[config.mk]
export PLATFORM = sky130hd
export DESIGN_NAME = ibc_master
export DESIGN_NICKNAME = d
export VERILOG_FILES = /design/src/verilog/ibc_pkg.sv /design/src/verilog/ibc_master.sv /design/src/verilog/ibc_rate_div.sv /design/src/verilog/ibc_bus_mon.sv
export VERILOG_INCLUDE_DIRS = /design/src /design/src/verilog
export SDC_FILE = /design/constraint.sdc
export NUM_CORES = 1
export LEC_CHECK = 0
export ABC_AREA = 1
export BUFFER_PORTS_ARGS = -buffer_cell sky130_fd_sc_hd__buf_4
export CORE_ASPECT_RATIO = 1.4
export CORE_MARGIN = 2
export CORE_UTILIZATION = 34
export DETAILED_ROUTE_END_ITERATION = 12
export GPL_ROUTABILITY_DRIVEN = 0
export PLACE_DENSITY_LB_ADDON = 0.15
export RECOVER_POWER = 100
export SLEW_MARGIN = 0
export SYNTH_ARGS = -nofsm -noshare
export SYNTH_HDL_FRONTEND = slang
export SYNTH_SLANG_ARGS = --single-unit
[constraint.sdc]
create_clock -name i_mclk -period 2 [get_ports i_mclk]
set_input_delay 0.2 -clock i_mclk [delete_from_list [all_inputs] [get_ports i_mclk]]
set_output_delay 0.2 -clock i_mclk [all_outputs]
set_load 0.01 [all_outputs]
[src/verilog/ibc_regs.svh]
// Constants for the bus-collision aware two-wire master
`ifndef IBC_REGS_SVH
`define IBC_REGS_SVH
// Width of the rate reload field, bits 6:0
`define IBC_RELOAD_W 7
// Bits per byte before the acknowledge slot
`define IBC_BYTE_BITS 4'h8
// Width of the bit index
`define IBC_IDX_W 4
`endif

[src/verilog/ibc_pkg.sv]
// Types shared by the bus-collision aware master
package ibc_pkg;
    // Sequencer states
    typedef enum logic [4:0] {
        IBC_IDLE,
        IBC_ST_CHECK,
        IBC_ST_CNT1,
        IBC_ST_CNT2,
        IBC_RS_CNT0,
        IBC_RS_SCLW,
        IBC_RS_CNT1,
        IBC_RS_CNT2,
        IBC_SP_SDAW,
        IBC_SP_SCLW,
        IBC_SP_CNT1,
        IBC_SP_CNT2,
        IBC_TX_LOW,
        IBC_TX_SCLW,
        IBC_TX_HIGH,
        IBC_AK_LOW,
        IBC_AK_SCLW,
        IBC_AK_HIGH
    } ibc_state_t;
endpackage

[src/verilog/ibc_master.sv]
// Two-wire master sequencer with arbitration and collision handling
`timescale 1ns/1ns
`include "ibc_regs.svh"

// Functional notes
// Sending one but reading zero: collision
// Byte collision: stop, clear full, release
// Sequence collision: abort, release, clear enable
// After collision, bus stop sets irq flag
// New byte always starts at first bit
// Software claims only a free bus
// Line low at start: collision, idle
// Start: SDA high loads divider, counts
// SCL low in first count: collision
// SDA low in first count: assert early
// Else drive SDA, recount, then SCL low
// Repeated start: SDA low at SCL high
// SDA falling in count is no collision
// SCL falling before SDA driven: collision
// Both high: SDA low, count, SCL low
// Stop: SDA low, release SCL, sample SDA
// Stop: SCL low before SDA release
// Divider holds until SCL reads high
// Seen bits cleared on reset, disable
// Reset disables port, ends transfer
// Collision flag held until software clears
module ibc_master #(
    parameter int RELOAD_W = `IBC_RELOAD_W
) (
    input wire logic i_mclk,
    input wire logic i_arst_n,
    // Port enable; low parks the sequencer
    input wire logic i_enable,
    // Divider reload value
    input wire logic [RELOAD_W-1:0] i_rate_reload,
    // Shift buffer write strobe and data
    input wire logic i_buf_wr,
    input wire logic [7:0] i_buf_data,
    // Sequence request strobes
    input wire logic i_start_req,
    input wire logic i_rstart_req,
    input wire logic i_stop_req,
    input wire logic i_ack_req,
    // Acknowledge level to send
    input wire logic i_ack_data,
    // Software clears of the sticky flags
    input wire logic i_coll_clr,
    input wire logic i_irq_clr,
    // Open-drain wire sampling
    input wire logic i_sda_in,
    input wire logic i_scl_in,
    // Open-drain drives: enable high pulls low
    output logic o_sda_out,
    output logic o_sda_oe,
    output logic o_scl_out,
    output logic o_scl_oe,
    // Status flags
    output logic o_collision_irq_flag,
    output logic o_serial_port_irq_flag,
    output logic o_buffer_full_flag,
    output logic o_ack_status,
    // Second control register enable bits
    output logic o_start_en,
    output logic o_rstart_en,
    output logic o_stop_en,
    output logic o_ack_en,
    // Bus condition status and sequencer idle
    output logic o_start_seen,
    output logic o_stop_seen,
    output logic o_idle
);
    // Refuse reload widths beyond the divider
    if (RELOAD_W < 1 || RELOAD_W > 16) begin : g_bad_rw
        $error("ibc_master: RELOAD_W must be 1..16");
    end

    ibc_pkg::ibc_state_t state; // Sequencer state
    logic sda_drv; // Pulling SDA low
    logic scl_drv; // Pulling SCL low
    logic [7:0] shift_buffer_reg; // Outgoing byte
    logic [`IBC_IDX_W-1:0] bit_idx; // Bit in flight
    logic div_load; // Divider reload request
    logic div_zero; // Divider expired
    logic coll_evt; // One-cycle collision pulse
    logic done_evt; // One-cycle completion pulse
    logic coll_watch; // Waiting for stop after loss
    logic stop_pulse; // Stop seen on the bus

    // True when a released line reads low
    function automatic logic lost_one(input logic drv, input logic line);
        lost_one = ~drv & ~line;
    endfunction

    // Lines idle released; output level is always zero
    assign o_sda_out = 1'b0;
    assign o_scl_out = 1'b0;
    assign o_sda_oe = sda_drv;
    assign o_scl_oe = scl_drv;
    assign o_idle = (state == ibc_pkg::IBC_IDLE);

    // Divider reloads on entry to every counted phase; the start check and SCL wait states load it as they leave
    always_comb begin
        div_load = 1'b0;
        case (state)
            ibc_pkg::IBC_IDLE: div_load = i_enable & (i_buf_wr | i_rstart_req | i_ack_req);
            ibc_pkg::IBC_ST_CHECK: div_load = i_sda_in & i_scl_in;
            ibc_pkg::IBC_ST_CNT1: div_load = ~i_sda_in | div_zero;
            ibc_pkg::IBC_RS_SCLW, ibc_pkg::IBC_SP_SCLW,
            ibc_pkg::IBC_TX_SCLW, ibc_pkg::IBC_AK_SCLW: div_load = i_scl_in;
            ibc_pkg::IBC_RS_CNT1, ibc_pkg::IBC_SP_CNT1, ibc_pkg::IBC_TX_HIGH: div_load = div_zero;
            default: div_load = 1'b0;
        endcase
    end

    ibc_rate_div #(
        .W(RELOAD_W)
    ) u_div (
        .i_mclk(i_mclk),
        .i_arst_n(i_arst_n),
        .i_load(div_load),
        .i_reload(i_rate_reload),
        .o_zero(div_zero)
    );

    ibc_bus_mon u_mon (
        .i_mclk(i_mclk),
        .i_arst_n(i_arst_n),
        .i_enable(i_enable),
        .i_sda(i_sda_in),
        .i_scl(i_scl_in),
        .o_start_seen(o_start_seen),
        .o_stop_seen(o_stop_seen),
        .o_stop_pulse(stop_pulse)
    );

    // Sequencer: line drives, shifting and enable bits
    always_ff @(posedge i_mclk or negedge i_arst_n) begin
        if (!i_arst_n) begin
            state <= ibc_pkg::IBC_IDLE;
            sda_drv <= 1'b0;
            scl_drv <= 1'b0;
            shift_buffer_reg <= 8'h00;
            bit_idx <= '0;
            o_buffer_full_flag <= 1'b0;
            o_ack_status <= 1'b0;
            o_start_en <= 1'b0;
            o_rstart_en <= 1'b0;
            o_stop_en <= 1'b0;
            o_ack_en <= 1'b0;
            coll_evt <= 1'b0;
            done_evt <= 1'b0;
        end else begin
            coll_evt <= 1'b0;
            done_evt <= 1'b0;
            if (!i_enable) begin
                // Disabled: end any transfer, let go of the wire
                state <= ibc_pkg::IBC_IDLE;
                sda_drv <= 1'b0;
                scl_drv <= 1'b0;
                o_buffer_full_flag <= 1'b0;
                o_start_en <= 1'b0;
                o_rstart_en <= 1'b0;
                o_stop_en <= 1'b0;
                o_ack_en <= 1'b0;
            end else begin
                case (state)
                    ibc_pkg::IBC_IDLE: begin
                        // Byte write wins over sequence requests
                        if (i_buf_wr) begin
                            shift_buffer_reg <= i_buf_data;
                            bit_idx <= '0;
                            o_buffer_full_flag <= 1'b1;
                            scl_drv <= 1'b1;
                            sda_drv <= ~i_buf_data[7];
                            state <= ibc_pkg::IBC_TX_LOW;
                        end else if (i_start_req) begin
                            o_start_en <= 1'b1;
                            sda_drv <= 1'b0;
                            scl_drv <= 1'b0;
                            state <= ibc_pkg::IBC_ST_CHECK;
                        end else if (i_rstart_req) begin
                            o_rstart_en <= 1'b1;
                            sda_drv <= 1'b0;
                            state <= ibc_pkg::IBC_RS_CNT0;
                        end else if (i_stop_req) begin
                            o_stop_en <= 1'b1;
                            sda_drv <= 1'b1;
                            state <= ibc_pkg::IBC_SP_SDAW;
                        end else if (i_ack_req) begin
                            o_ack_en <= 1'b1;
                            scl_drv <= 1'b1;
                            sda_drv <= ~i_ack_data;
                            state <= ibc_pkg::IBC_AK_LOW;
                        end
                    end
                    ibc_pkg::IBC_ST_CHECK: begin
                        // Either line already low aborts the start
                        if (!i_sda_in || !i_scl_in) begin
                            coll_evt <= 1'b1;
                        end else begin
                            state <= ibc_pkg::IBC_ST_CNT1;
                        end
                    end
                    ibc_pkg::IBC_ST_CNT1: begin
                        // Another start is racing us; just go early
                        if (!i_sda_in) begin
                            sda_drv <= 1'b1;
                            state <= ibc_pkg::IBC_ST_CNT2;
                        end else if (!i_scl_in) begin
                            coll_evt <= 1'b1;
                        end else if (div_zero) begin
                            sda_drv <= 1'b1;
                            state <= ibc_pkg::IBC_ST_CNT2;
                        end
                    end
                    ibc_pkg::IBC_ST_CNT2: begin
                        // SCL low here is not a loss
                        if (div_zero) begin
                            scl_drv <= 1'b1;
                            o_start_en <= 1'b0;
                            done_evt <= 1'b1;
                            state <= ibc_pkg::IBC_IDLE;
                        end
                    end
                    ibc_pkg::IBC_RS_CNT0: begin
                        // One period with SDA released, SCL low
                        if (div_zero) begin
                            scl_drv <= 1'b0;
                            state <= ibc_pkg::IBC_RS_SCLW;
                        end
                    end
                    ibc_pkg::IBC_RS_SCLW: begin
                        // Sample SDA once SCL is really high
                        if (i_scl_in) begin
                            if (!i_sda_in) begin
                                coll_evt <= 1'b1;
                            end else begin
                                state <= ibc_pkg::IBC_RS_CNT1;
                            end
                        end
                    end
                    ibc_pkg::IBC_RS_CNT1: begin
                        // SDA falling here is tolerated
                        if (!i_scl_in && i_sda_in) begin
                            coll_evt <= 1'b1;
                        end else if (div_zero) begin
                            sda_drv <= 1'b1;
                            state <= ibc_pkg::IBC_RS_CNT2;
                        end
                    end
                    ibc_pkg::IBC_RS_CNT2: begin
                        // SCL goes low regardless of its level
                        if (div_zero) begin
                            scl_drv <= 1'b1;
                            o_rstart_en <= 1'b0;
                            done_evt <= 1'b1;
                            state <= ibc_pkg::IBC_IDLE;
                        end
                    end
                    ibc_pkg::IBC_SP_SDAW: begin
                        // Release SCL once SDA reads low
                        if (!i_sda_in) begin
                            scl_drv <= 1'b0;
                            state <= ibc_pkg::IBC_SP_SCLW;
                        end
                    end
                    ibc_pkg::IBC_SP_SCLW: begin
                        // Slave may stretch; wait for SCL high
                        if (i_scl_in) begin
                            state <= ibc_pkg::IBC_SP_CNT1;
                        end
                    end
                    ibc_pkg::IBC_SP_CNT1: begin
                        // SCL dropping before SDA release loses
                        if (!i_scl_in) begin
                            coll_evt <= 1'b1;
                        end else if (div_zero) begin
                            sda_drv <= 1'b0;
                            state <= ibc_pkg::IBC_SP_CNT2;
                        end
                    end
                    ibc_pkg::IBC_SP_CNT2: begin
                        // Sample SDA one period after release
                        if (div_zero) begin
                            if (!i_sda_in) begin
                                coll_evt <= 1'b1;
                            end else begin
                                o_stop_en <= 1'b0;
                                done_evt <= 1'b1;
                                state <= ibc_pkg::IBC_IDLE;
                            end
                        end
                    end
                    ibc_pkg::IBC_TX_LOW, ibc_pkg::IBC_AK_LOW: begin
                        // Data set up during SCL low
                        if (div_zero) begin
                            scl_drv <= 1'b0;
                            state <= (state == ibc_pkg::IBC_TX_LOW) ?
                                ibc_pkg::IBC_TX_SCLW : ibc_pkg::IBC_AK_SCLW;
                        end
                    end
                    ibc_pkg::IBC_TX_SCLW: begin
                        // Hold the count while SCL is stretched
                        if (i_scl_in) begin
                            state <= ibc_pkg::IBC_TX_HIGH;
                        end
                    end
                    ibc_pkg::IBC_AK_SCLW: begin
                        if (i_scl_in) begin
                            state <= ibc_pkg::IBC_AK_HIGH;
                        end
                    end
                    ibc_pkg::IBC_TX_HIGH: begin
                        // Arbitration only on data bits, not the ack slot
                        if (bit_idx != `IBC_BYTE_BITS &&
                            lost_one(sda_drv, i_sda_in)) begin
                            coll_evt <= 1'b1;
                        end else if (div_zero) begin
                            scl_drv <= 1'b1;
                            if (bit_idx == `IBC_BYTE_BITS) begin
                                // Ack slot over: byte finished
                                o_ack_status <= i_sda_in;
                                o_buffer_full_flag <= 1'b0;
                                sda_drv <= 1'b0;
                                done_evt <= 1'b1;
                                state <= ibc_pkg::IBC_IDLE;
                            end else begin
                                // Next bit, or release for the ack
                                shift_buffer_reg <= {shift_buffer_reg[6:0], 1'b0};
                                bit_idx <= bit_idx + 1'b1;
                                sda_drv <= (bit_idx == `IBC_BYTE_BITS - 1'b1) ?
                                    1'b0 : ~shift_buffer_reg[6];
                                state <= ibc_pkg::IBC_TX_LOW;
                            end
                        end
                    end
                    ibc_pkg::IBC_AK_HIGH: begin
                        // Sending a high ack can lose arbitration
                        if (lost_one(sda_drv, i_sda_in)) begin
                            coll_evt <= 1'b1;
                        end else if (div_zero) begin
                            scl_drv <= 1'b1;
                            o_ack_en <= 1'b0;
                            done_evt <= 1'b1;
                            state <= ibc_pkg::IBC_IDLE;
                        end
                    end
                    default: begin
                        state <= ibc_pkg::IBC_IDLE;
                    end
                endcase
                // Collision overrides: drop everything and let go
                if (next_coll(state)) begin
                    state <= ibc_pkg::IBC_IDLE;
                    sda_drv <= 1'b0;
                    scl_drv <= 1'b0;
                    o_buffer_full_flag <= 1'b0;
                    o_start_en <= 1'b0;
                    o_rstart_en <= 1'b0;
                    o_stop_en <= 1'b0;
                    o_ack_en <= 1'b0;
                end
            end
        end
    end

    // Same-cycle collision test
    function automatic logic next_coll(input ibc_pkg::ibc_state_t st);
        case (st)
            ibc_pkg::IBC_ST_CHECK: next_coll = ~i_sda_in | ~i_scl_in;
            ibc_pkg::IBC_ST_CNT1: next_coll = i_sda_in & ~i_scl_in;
            ibc_pkg::IBC_RS_SCLW: next_coll = i_scl_in & ~i_sda_in;
            ibc_pkg::IBC_RS_CNT1: next_coll = ~i_scl_in & i_sda_in;
            ibc_pkg::IBC_SP_CNT1: next_coll = ~i_scl_in;
            ibc_pkg::IBC_SP_CNT2: next_coll = div_zero & ~i_sda_in;
            ibc_pkg::IBC_TX_HIGH: next_coll = (bit_idx != `IBC_BYTE_BITS) & lost_one(sda_drv, i_sda_in);
            ibc_pkg::IBC_AK_HIGH: next_coll = lost_one(sda_drv, i_sda_in);
            default: next_coll = 1'b0;
        endcase
    endfunction

    // Collision flag: sticky, set beats the software clear
    always_ff @(posedge i_mclk or negedge i_arst_n) begin
        if (!i_arst_n) begin
            o_collision_irq_flag <= 1'b0;
        end else if (coll_evt) begin
            o_collision_irq_flag <= 1'b1;
        end else if (i_coll_clr) begin
            o_collision_irq_flag <= 1'b0;
        end
    end

    // Keep watching the bus after a loss until a stop
    always_ff @(posedge i_mclk or negedge i_arst_n) begin
        if (!i_arst_n) begin
            coll_watch <= 1'b0;
        end else if (coll_evt) begin
            coll_watch <= 1'b1;
        end else if (stop_pulse || !i_enable) begin
            coll_watch <= 1'b0;
        end
    end

    // Port interrupt flag: completions and post-loss stop
    always_ff @(posedge i_mclk or negedge i_arst_n) begin
        if (!i_arst_n) begin
            o_serial_port_irq_flag <= 1'b0;
        end else if (done_evt || (coll_watch && stop_pulse)) begin
            o_serial_port_irq_flag <= 1'b1;
        end else if (i_irq_clr) begin
            o_serial_port_irq_flag <= 1'b0;
        end
    end
endmodule

[src/verilog/ibc_rate_div.sv]
// Reloadable down counter timing each bus phase
`timescale 1ns/1ns
module ibc_rate_div #(
    parameter int W = 7
) (
    input wire logic i_mclk,
    input wire logic i_arst_n,
    input wire logic i_load,
    input wire logic [W-1:0] i_reload,
    output logic o_zero
);
    // Refuse widths the counter cannot serve
    if (W < 1 || W > 16) begin : g_bad_w
        $error("ibc_rate_div: W must be 1..16");
    end

    logic [W-1:0] count; // Remaining ticks

    // Load wins; otherwise run down and rest at zero
    always_ff @(posedge i_mclk or negedge i_arst_n) begin
        if (!i_arst_n) begin
            count <= '0;
        end else if (i_load) begin
            count <= i_reload;
        end else if (count != '0) begin
            count <= count - 1'b1;
        end
    end

    // Same-cycle expiry
    assign o_zero = (count == '0);
endmodule

[src/verilog/ibc_bus_mon.sv]
// Watches the wire for start and stop conditions
`timescale 1ns/1ns
module ibc_bus_mon (
    input wire logic i_mclk,
    input wire logic i_arst_n,
    input wire logic i_enable,
    input wire logic i_sda,
    input wire logic i_scl,
    output logic o_start_seen,
    output logic o_stop_seen,
    output logic o_stop_pulse
);
    logic sda_q; // Previous SDA
    logic scl_q; // Previous SCL
    logic start_det; // SDA fell with SCL high
    logic stop_det; // SDA rose with SCL high

    assign start_det = i_scl & scl_q & sda_q & ~i_sda;
    assign stop_det = i_scl & scl_q & ~sda_q & i_sda;

    // Line history; idle bus reads high
    always_ff @(posedge i_mclk or negedge i_arst_n) begin
        if (!i_arst_n) begin
            sda_q <= 1'b1;
            scl_q <= 1'b1;
        end else begin
            sda_q <= i_sda;
            scl_q <= i_scl;
        end
    end

    // Seen bits, cleared when the port is off
    always_ff @(posedge i_mclk or negedge i_arst_n) begin
        if (!i_arst_n) begin
            o_start_seen <= 1'b0;
            o_stop_seen <= 1'b0;
            o_stop_pulse <= 1'b0;
        end else if (!i_enable) begin
            o_start_seen <= 1'b0;
            o_stop_seen <= 1'b0;
            o_stop_pulse <= 1'b0;
        end else begin
            o_stop_pulse <= stop_det;
            if (start_det) begin
                o_start_seen <= 1'b1;
                o_stop_seen <= 1'b0;
            end else if (stop_det) begin
                o_start_seen <= 1'b0;
                o_stop_seen <= 1'b1;
            end
        end
    end
endmodule

Word level (Yosys, flattened, before mapping):

Index checks and enable logic that the tools add are counted.

* $add $sub $neg: 2
* equality and inequality tests: 70
* multiplexer cells: 143
* bitwise logic cells: 24
* reductions and logical operators: 33

Operators by type and width (count)
* two-way mux 5 bit: 30
* inequality test 4 bit (second input constant): 23
* two-way mux 1 bit: 88
* one-hot mux 5 bit (16 select lines): 1
* two-way mux 7 bit: 6
* == test 5 x 4 -> 1 bit (second input constant): 8
* inequality test 4 x 3 -> 1 bit (second input constant): 9
* AND reduction 8 bit: 3
* AND reduction 21 bit: 1
* == test 5 x 3 -> 1 bit (second input constant): 4
* two-way mux 4 bit: 5
* inequality test 4 x 1 -> 1 bit (second input constant): 5
* inequality test 6 x 5 -> 1 bit (second input constant): 3
* AND reduction 5 bit: 3
* one-hot mux 7 bit (2 select lines): 1
* AND 1 bit: 12
* == test 5 x 2 -> 1 bit (second input constant): 2
* == test 5 bit (second input constant): 2
* inequality test 5 bit (second input constant): 2
* one-hot mux 1 bit (2 select lines): 5
* one-hot mux 1 bit (5 select lines): 2
* nonzero test 2 bit: 5
* inequality test 2 bit (second input constant): 4
* inequality test 8 x 3 -> 1 bit (second input constant): 1
* 28 further kinds: 47

* bits in registers: 41
* bits of input ports: 28
* output and inout port bits: 15

Longest topological paths before layout:

Gate-level depths: netlist of run 1.

* depth in word-level cells: 9
* mapped depth: 14
* depth with buffers taken out: 14

Cells and area by module:

A second synthesis of run 1 with hierarchy kept.

* cells, all modules: 436
* area, all modules: 3123.0 um2

By module, submodules not included
* ibc_master: times used 1, cells each 359, area each 2449.8 um2, sequential area each 725.7 um2
* ibc_rate_div: times used 1, cells each 59, area each 483.0 um2, sequential area each 175.2 um2
* ibc_bus_mon: times used 1, cells each 18, area each 190.2 um2, sequential area each 127.6 um2

Worst setup path before layout of run 1:

No wires, ideal clock.

* path kind: reg-to-reg
* start point: register u_div.count[0]
* end point: register o_buffer_full_flag
* library setup time: 113 ps
* data arrival time: 1565 ps
* required time: 1887 ps
* slack: 322 ps
* stages on the path, launching flop included: 14
* buffers on the path: 0
* period minus slack after synthesis: 1678 ps
* cell sequence: dfrtp_1 > inv_1 > ha_1 > inv_1 > nor2_1 > nand3_2 > nor2_1 > nor2_4 > nand2_4 > inv_4 > o21ai_1 > o21ai_0 > nand2_1 > inv_1

* word-level cells in the longest chain between the ends: 6
* elaborated cells between the ends (all ways): 12

Ends and longest elaborated chain
* start, declared: line ibc_rate_div.sv:17 `logic [W-1:0] count;`
* start signal, assigned: line ibc_rate_div.sv:24 `count <= i_reload;`
* start signal, assigned: line ibc_rate_div.sv:26 `count <= count - 1'b1;`
* zero test 7 bit (*): line ibc_rate_div.sv:31 `assign o_zero = (count == '0);`
* AND 1 bit: line ibc_master.sv:375 `ibc_pkg::IBC_SP_CNT2: next_coll = div_zero & ~i_sda_in;`
* one-hot mux 1 bit (7 select lines): line ibc_master.sv:369 `case (st)`
* two-way mux 1 bit: line ibc_master.sv:155 `if (!i_enable) begin`
* inequality test 4 bit (no line) (tied with other cells)
* AND reduction 5 bit (no line) / two-way mux 1 bit (equally long branches)
* end signal, assigned: line ibc_master.sv:144 `o_buffer_full_flag <= 1'b0;`
* end signal, assigned: line ibc_master.sv:160 `o_buffer_full_flag <= 1'b0;`
* end signal, assigned: line ibc_master.sv:172 `o_buffer_full_flag <= 1'b1;`
* end, declared: line ibc_master.sv:60 `output logic o_buffer_full_flag,`

Every way passes the cells marked *; elsewhere a longest branch is shown, timed or not. The select of a mux whose other input is x is not followed.
A chain may end at the register's enable or synchronous reset.

Worst setup path in the final report of run 1:

* start point: register state[4]
* end point: register o_stop_en

* word-level cells in the longest chain between the ends: 6
* elaborated cells between the ends (all ways): 23

Ends and longest elaborated chain
* start, declared: line ibc_master.sv:77 `ibc_pkg::ibc_state_t state;`
* start signal, assigned: line ibc_master.sv:139 `state <= ibc_pkg::IBC_IDLE;`
* start signal, assigned: line ibc_master.sv:157 `state <= ibc_pkg::IBC_IDLE;`
* start signal, assigned: line ibc_master.sv:175 `state <= ibc_pkg::IBC_TX_LOW;`
* == test 5 x 3 -> 1 bit / == test 5 x 2 -> 1 bit (equally long branches): line ibc_master.sv:369
* OR reduction 2 bit (no line)
* one-hot mux 1 bit (7 select lines): line ibc_master.sv:369
* two-way mux 1 bit: line ibc_master.sv:155
* inequality test 4 bit (no line) (tied with other cells)
* AND reduction 7 bit (no line) / two-way mux 1 bit (equally long branches)
* end signal, assigned: line ibc_master.sv:148 `o_stop_en <= 1'b0;`
* end signal, assigned: line ibc_master.sv:163 `o_stop_en <= 1'b0;`
* end signal, assigned: line ibc_master.sv:360 `o_stop_en <= 1'b0;`
* end, declared: line ibc_master.sv:65 `output logic o_stop_en,`

Several ways; a longest one is shown, not always the timed one. The select of a mux whose other input is x is not followed.

==> results_tabular.tex, run 1 <==
\begin{tabular}{lr}
\hline
Metric & Value \\
\hline
\multicolumn{2}{l}{\textbf{Critical path}} \\
\quad Worst Setup Path Type & flop to flop \\
\quad CP endpoint kind & flop \\
\quad Peak per-stage delay on the critical path & 0.50 ns \\
\quad Data required time of the worst path & 2.18 ns \\
\quad Critical-path maximum fanout & 7 \\
\quad Cell with the largest stage delay on the worst path & sky130\_fd\_sc\_hd\_\_dfrtp\_1 \\
\quad Cell Chain, Critical Path & buf\_4, nor2\_4, nand3\_1, o21ai\_1, nor2\_4, buf\_4, nand3b\_1, nand2\_1, o21ai\_0, nand2\_1 \\
\quad Arr. time, crit path & 2.06 ns \\
\quad Internal reg-to-reg setup slack & 0.11 ns \\
\quad R2r worst-path depth & 10 \\
\quad Critical register-to-register path startpoint & state[4] \\
\quad Critical path launch point type & flop \\
\quad Worst setup path start & state[4] \\
\multicolumn{2}{l}{\textbf{Synth}} \\
\quad Number of enable-type register cells in the synthesized netlist & 0 \\
\quad Mean Syn Cell Area & 6.87 um\^{}2 \\
\quad Share of the synthesized area in the top cell type & 0.336 \\
\quad Post-synth ARST share & 1.00 \\
\quad Yosys warnings & 0 \\
\quad \#FFs+latches synth & 41 \\
\quad Largest area contributor in the synthesized netlist & sky130\_fd\_sc\_hd\_\_dfrtp\_1 \\
\quad Main synth FF type & sky130\_fd\_sc\_hd\_\_dfrtp\_1 \\
\quad Synthesized cell area & 0.00290 mm\^{}2 \\
\quad Netlist cell types & 38 \\
\quad Share of synthesized area occupied by flip-flops and latches & 0.354 \\
\quad Ranking of synthesized cells by instance count & sky130\_fd\_sc\_hd\_\_nand2\_1, sky130\_fd\_sc\_hd\_\_nor2\_1, sky130\_fd\_sc\_hd\_\_inv\_1, sky130\_fd\_sc\_hd\_\_nand3\_1, sky130\_fd\_sc\_hd\_\_dfrtp\_1 \\
\quad Cell with the most instances after synthesis & sky130\_fd\_sc\_hd\_\_nand2\_1 \\
\quad Largest cells by area after synthesis & sky130\_fd\_sc\_hd\_\_dfrtp\_1, sky130\_fd\_sc\_hd\_\_nand2\_1, sky130\_fd\_sc\_hd\_\_nor2\_1 \\
\quad Synth Instances & 423 \\
\multicolumn{2}{l}{\textbf{Timing}} \\
\quad Ratio of final minimum period to clock period & 0.943 \\
\quad Max-slew violation count & 0 \\
\quad Final setup TNS & 0 ns \\
\quad Worst slew margin relative to its limit & 0.302 \\
\quad Final hold vios & 0 \\
\quad Final hold slack & 0.0918 ns \\
\quad Clock tree skew after final layout & 0.00412 ns \\
\quad Tmin final & 1.89 ns \\
\quad Final setup violating endpoints & 0 \\
\quad Max Clk Rate & 530 MHz \\
\quad Slew at the pin closest to its max-slew limit & 1.05 ns \\
\multicolumn{2}{l}{\textbf{Route}} \\
\quad Total wire length after detailed routing & 8580 um \\
\quad Routed vias & 2987 \\
\quad Starting DRT DRC Count & 202 \\
\quad DRC Markers & 0 \\
\quad Antenna Nets Post-Route & 0 \\
\quad Routed len/inst & 14.4 um \\
\quad Total iterations of the first detailed-routing run & 5 \\
\quad Detailed-route vias per instance & 5.03 \\
\multicolumn{2}{l}{\textbf{Power and ir drop}} \\
\quad Net switching power figure & 2.03 mW \\
\quad Switching fraction of total power & 0.450 \\
\quad Clock Power Share & 0.181 \\
\quad Leakage power & 1.88 nW \\
\quad Internal power summed over all cells & 2.48 mW \\
\quad Total power after layout & 4.51 mW \\
\quad Areal power density over the cells & 1250 mW/mm\^{}2 \\
\quad Sequential share of power & 0.286 \\
\quad Max IR drop VDD & 605 uV \\
\quad Relative contribution of combinational cells to total power & 0.533 \\
\multicolumn{2}{l}{\textbf{Layout}} \\
\quad Share of cells above drive strength 1 & 0.213 \\
\quad Final cell count without fillers & 594 \\
\quad Area grow syn2layout & 24.3\% \\
\quad Final cell utilization of the core & 0.438 \\
\quad Number of fill cells & 899 \\
\quad Number of antenna diodes & 0 \\
\quad Multi-input gate area & 0.00162 mm\^{}2 \\
\quad Register Area & 0.00103 mm\^{}2 \\
\quad Final net count & 523 \\
\multicolumn{2}{l}{\textbf{Clocking}} \\
\quad Number of levels in the clock H-tree & 2 \\
\quad Clock latency reported for the late side of the worst-skew pair & 0.29 ns \\
\quad Root cell of the clock tree & sky130\_fd\_sc\_hd\_\_clkbuf\_16 \\
\quad Clock transition at the registers of the reported paths & 0.06 ns \\
\quad Clock buffers created by TritonCTS & 5 \\
\quad Clock tree from TritonCTS & built \\
\quad Maximum count of clock buffers along a single path & 2 \\
\quad Total clock sinks & 41 \\
\multicolumn{2}{l}{\textbf{Min path}} \\
\quad Number of instances on the worst hold path & 2 \\
\quad Worst min-delay path startpoint & i\_irq\_clr \\
\quad Class of the most critical hold timing path & input pin to flop \\
\multicolumn{2}{l}{\textbf{Global routing}} \\
\quad Overflow left after global routing & 0 \\
\quad Maximum number of pins on one net before global-route repair & 42 \\
\quad Global-route total usage across every layer & 0.195 \\
\quad Antenna violations before repair & 0 \\
\quad Via count of the first global-routing pass & 2913 \\
\quad First-pass GRT wire length & 13900 um \\
\multicolumn{2}{l}{\textbf{Floorplanning}} \\
\quad Width of the die & 82.1 um \\
\quad Vertical die dimension & 113 um \\
\quad Full die area & 0.00931 mm\^{}2 \\
\quad Number of placement rows & 39 \\
\quad Starting utilization of the core area & 0.352 \\
\quad Number of primary I/O pins & 43 \\
\quad Core box area & 0.00825 mm\^{}2 \\
\multicolumn{2}{l}{\textbf{Placed design}} \\
\quad Port Buf Inserts & 40 \\
\quad Cell count after placement & 583 \\
\quad Placed wire-length estimate after detailed placement & 6800 um \\
\multicolumn{2}{l}{\textbf{Run status}} \\
\quad Result of the run & completed \\
\multicolumn{2}{l}{\textbf{Run}} \\
\quad \# Max-Cap Violations & 0 \\
\hline
\end{tabular}
## layout by cell type (no fill, tap or decap), drive strengths merged, types with 6 or more instances in the layout
cell and count:
dfrtp 39, nor2 68, inv 58, nand4 7
nor3 6, buf 51, nand2 107, clkbuf 23
a21oi 16, nand3 46, a211oi 6, o21ai 33
## power groups by stage
stage | combinational (mW) | clock, mW | sequential [mW]
2_1_floorplan | 1.59 | 0 | 1.26
3_3_place_gp | 2.40 | 0 | 1.29
3_5_place_dp | 2.40 | 0 | 1.30
4_1_cts | 2.42 | 0.835 | 1.29
5_1_grt | 2.68 | 0.874 | 1.32
6_report | 2.40 | 0.816 | 1.29
## worst max-delay path, delay by kind of cell (launching register included)
family	cells	cell delay (ns)
AO/OA/AOI/OAI	2	0.30
AND/OR/NAND/NOR	6	0.58
buffers and inverters	2	0.38
flip-flops	1	0.50
## layer usage
metal | track usage | routed length [um]
met2 | 0.340 | 4460
met5 | 0 | 0
met4 | 0.0878 | 266
met1 | 0.227 | 3490
met3 | 0.0327 | 360
## final timing paths
path	to
max reg2reg	o_stop_en
min in group asynchronous	o_serial_port_irq_flag
max in group asynchronous	state[1]
max	o_stop_en
min	o_serial_port_irq_flag
min reg2reg	coll_watch
## area by class of cell
type,count,area share
clock buffers,5,0.0347
clock inverters,3,0.00589
multi-input cells,315,0.447
flip-flops and latches,41,0.286
repair buffers,70,0.130
inverters,58,0.0617
well taps,102,0.0353
## cell families (layout without fill, tap and decap cells)
group,after synthesis,count (layout),synth area share
AOI/OAI and AO/OA,66,66,0.131
muxes,1,1,0.00345
DFF,41,41,0.354
adders and majority gates,4,4,0.0172
xor gates and xnor gates,4,4,0.0121
and+or+nand+nor,238,238,0.382
other,1,2,0.00129
buffers and inverters,68,136,0.0982
## through the flow
step	instance area (um^2)	setup slack, ns
after global routing	3610	-0.00264
after floorplan	2910	0.322
final	3610	0.114
after global placement	3470	0.0396
after detailed placement	3470	0.0878
after CTS	3630	0.0700
## repair_timing
item	in CTS	in global routing
buffers inserted	0	2
setup endpoints to repair	0	11
hold buffers	1	0
resized for setup	0	11
hold endpoints to repair	39	0
Note: power is estimated with default switching activity, not from simulation.
==> run 2, diff against run 1 <==
--- a/config.mk
+++ b/config.mk
@@ -7,7 +7,7 @@
 export NUM_CORES = 1
 export LEC_CHECK = 0
 export ABC_AREA = 1
-export BUFFER_PORTS_ARGS = -buffer_cell sky130_fd_sc_hd__buf_4
+export BUFFER_PORTS_ARGS = -buffer_cell sky130_fd_sc_hd__clkbuf_2
 export CORE_ASPECT_RATIO = 1.4
 export CORE_MARGIN = 2
 export CORE_UTILIZATION = 34
@@ -15,6 +15,7 @@
 export GPL_ROUTABILITY_DRIVEN = 0
 export PLACE_DENSITY_LB_ADDON = 0.15
 export RECOVER_POWER = 100
+export REMOVE_ABC_BUFFERS = 1
 export SLEW_MARGIN = 0
 export SYNTH_ARGS = -nofsm -noshare
 export SYNTH_HDL_FRONTEND = slang
==> results_tabular.tex, run 2 (synthesis gave the netlist of run 1 again) <==
\begin{tabular}{lr}
\hline
Metric & Value \\
\hline
\multicolumn{2}{l}{\textbf{Run status}} \\
\quad Result of the run & completed \\
\multicolumn{2}{l}{\textbf{Critical path}} \\
\quad Critical register-to-register path startpoint & state[3] \\
\quad Peak per-stage delay on the critical path & 0.47 ns \\
\quad Cell Chain, Critical Path & buf\_4, nand2\_1, inv\_2, nand3\_1, nor2\_1, nor2\_4, nand2\_4, inv\_4, o21ai\_1, o21ai\_1, nand2\_1, inv\_1 \\
\quad Cell with the largest stage delay on the worst path & sky130\_fd\_sc\_hd\_\_dfrtp\_1 \\
\quad R2r worst-path depth & 12 \\
\quad Internal reg-to-reg setup slack & 0.11 ns \\
\quad Critical-path maximum fanout & 7 \\
\quad CP endpoint kind & flop \\
\quad Worst Setup Path Type & flop to flop \\
\quad R2R Path End & o\_buffer\_full\_flag \\
\quad Data required time of the worst path & 2.19 ns \\
\quad Critical path launch point type & flop \\
\quad Arr. time, crit path & 2.08 ns \\
\multicolumn{2}{l}{\textbf{Floorplanning}} \\
\quad Width of the die & 82.1 um \\
\quad Core box area & 0.00825 mm\^{}2 \\
\quad Vertical die dimension & 113 um \\
\quad Starting utilization of the core area & 0.352 \\
\quad Number of placement rows & 39 \\
\quad Full die area & 0.00931 mm\^{}2 \\
\quad Number of primary I/O pins & 43 \\
\multicolumn{2}{l}{\textbf{Timing}} \\
\quad Ratio of final minimum period to clock period & 0.946 \\
\quad Final hold vios & 0 \\
\quad Max-slew violation count & 0 \\
\quad Smallest setup slack after layout & 0.108 ns \\
\quad Max Clk Rate & 529 MHz \\
\quad Slew at the pin closest to its max-slew limit & 1.33 ns \\
\quad RSZ-0062 raised after global routing & no \\
\quad Tmin final & 1.89 ns \\
\quad Final setup violating endpoints & 0 \\
\quad Clock tree skew after final layout & 0.00533 ns \\
\quad Final hold slack & 0.0841 ns \\
\quad Worst slew margin relative to its limit & 0.115 \\
\multicolumn{2}{l}{\textbf{Min path}} \\
\quad Worst min-delay path startpoint & i\_irq\_clr \\
\quad Class of the most critical hold timing path & input pin to flop \\
\quad Number of instances on the worst hold path & 2 \\
\quad Hold-critical path endpoint & o\_serial\_port\_irq\_flag \\
\multicolumn{2}{l}{\textbf{Layout}} \\
\quad Highest-count cells in the layout ignoring fill and taps & sky130\_fd\_sc\_hd\_\_nand2\_1, sky130\_fd\_sc\_hd\_\_nor2\_1, sky130\_fd\_sc\_hd\_\_inv\_1, sky130\_fd\_sc\_hd\_\_nand3\_1 \\
\quad Area grow syn2layout & 26.3\% \\
\quad Number of antenna diodes & 0 \\
\quad Final cell utilization of the core & 0.445 \\
\quad Final net count & 536 \\
\quad Share of cells above drive strength 1 & 0.230 \\
\quad Register Area & 0.00103 mm\^{}2 \\
\quad Most common library cell in the layout ignoring fill and taps & sky130\_fd\_sc\_hd\_\_nand2\_1 \\
\quad Final cell count without fillers & 607 \\
\quad Multi-input gate area & 0.00163 mm\^{}2 \\
\quad Number of fill cells & 897 \\
\multicolumn{2}{l}{\textbf{Route}} \\
\quad Routed vias & 3160 \\
\quad Antenna Nets Post-Route & 0 \\
\quad Detailed-route vias per instance & 5.21 \\
\quad Routed len/inst & 15.0 um \\
\quad Total iterations of the first detailed-routing run & 5 \\
\quad DRC Markers & 0 \\
\quad Starting DRT DRC Count & 226 \\
\quad Total wire length after detailed routing & 9080 um \\
\multicolumn{2}{l}{\textbf{Clocking}} \\
\quad Clock latency reported for the late side of the worst-skew pair & 0.29 ns \\
\quad Clock buffers created by TritonCTS & 5 \\
\quad Clock tree from TritonCTS & built \\
\quad Maximum count of clock buffers along a single path & 2 \\
\quad Total clock sinks & 41 \\
\quad Clock transition at the registers of the reported paths & 0.06 ns \\
\quad Root cell of the clock tree & sky130\_fd\_sc\_hd\_\_clkbuf\_16 \\
\quad Number of levels in the clock H-tree & 2 \\
\multicolumn{2}{l}{\textbf{Power and ir drop}} \\
\quad Areal power density over the cells & 1260 mW/mm\^{}2 \\
\quad Max IR drop VDD & 592 uV \\
\quad Total power after layout & 4.62 mW \\
\quad Leakage power & 1.92 nW \\
\multicolumn{2}{l}{\textbf{Global routing}} \\
\quad Maximum number of pins on one net before global-route repair & 23 \\
\quad First-pass GRT wire length & 14500 um \\
\quad Global-route total usage across every layer & 0.204 \\
\quad Overflow left after global routing & 0 \\
\quad Antenna violations before repair & 0 \\
\quad Via count of the first global-routing pass & 3075 \\
\multicolumn{2}{l}{\textbf{Placed design}} \\
\quad Port Buf Inserts & 40 \\
\quad Placed wire-length estimate after detailed placement & 7160 um \\
\quad Cell count after placement & 588 \\
\quad Post-placement worst setup slack & -0.00806 ns \\
\multicolumn{2}{l}{\textbf{Run}} \\
\quad \# Max-Cap Violations & 0 \\
\hline
\end{tabular}
## run 2: worst max path at each step
stage | startpoint | endpoint | slack (ns)
after global routing | bit_idx[0] | bit_idx[1] | 0.005
after CTS | u_div.count[1] | o_buffer_full_flag | 0.03
final | state[3] | o_buffer_full_flag | 0.11
after floorplan | state[0] | bit_idx[3] | 0.30
after global placement | u_div.count[1] | o_buffer_full_flag | -0.02
after detailed placement | u_div.count[1] | o_buffer_full_flag | -0.008
## run 2: report_power, final
| part | switching, mW | total, mW | leakage (nW) | internal [mW] |
|---|---|---|---|---|
| Sequential | 0.175 | 1.26 | 0.515 | 1.09 |
| Clock | 0.359 | 0.824 | 0.0738 | 0.465 |
| Combinational | 1.54 | 2.53 | 1.33 | 0.994 |
## run 2: metrics by stage
stage	instance area [um^2]	TNS (ns)
3_3_place_gp	3420	-0.0239
6_report	3670	0
2_1_floorplan	2840	0
4_1_cts	3580	0
5_1_grt	3670	0
3_5_place_dp	3420	-0.00806
## run 2: layer usage
layer / wire (um) / vias up / track usage
li1: - / 1537 / -
met1: 3560 / 1491 / 0.227
met2: 4700 / 103 / 0.362
met3: 393 / 29 / 0.0287
met4: 422 / 0 / 0.112
met5: 0 / - / 0
## run 2: area by class of cell
class / instances / area share
Clock inverter: 3 / 0.00614
Timing Repair Buffer: 82 / 0.140
Multi-Input combinational cell: 316 / 0.445
Inverter: 58 / 0.0600
Sequential cell: 41 / 0.281
Tap cell: 102 / 0.0348
Clock buffer: 5 / 0.0341
## run 2: critical path, delay by kind of cell, from the launching register on
| family | cells | cell delay, ns |
|---|---|---|
| AO/OA/AOI/OAI | 2 | 0.24 |
| flip-flops | 1 | 0.47 |
| AND/OR/NAND/NOR | 6 | 0.64 |
| buffers and inverters | 4 | 0.44 |
## run 2: repair_timing
item                       in CTS  in global routing
gates cloned                    0                  1
hold buffers                    1                  0
hold endpoints to repair       19                  0
setup buffers                   0                  9
gates resized for setup         1                 14
setup endpoints to repair       1                 17
pin swaps                       0                  7
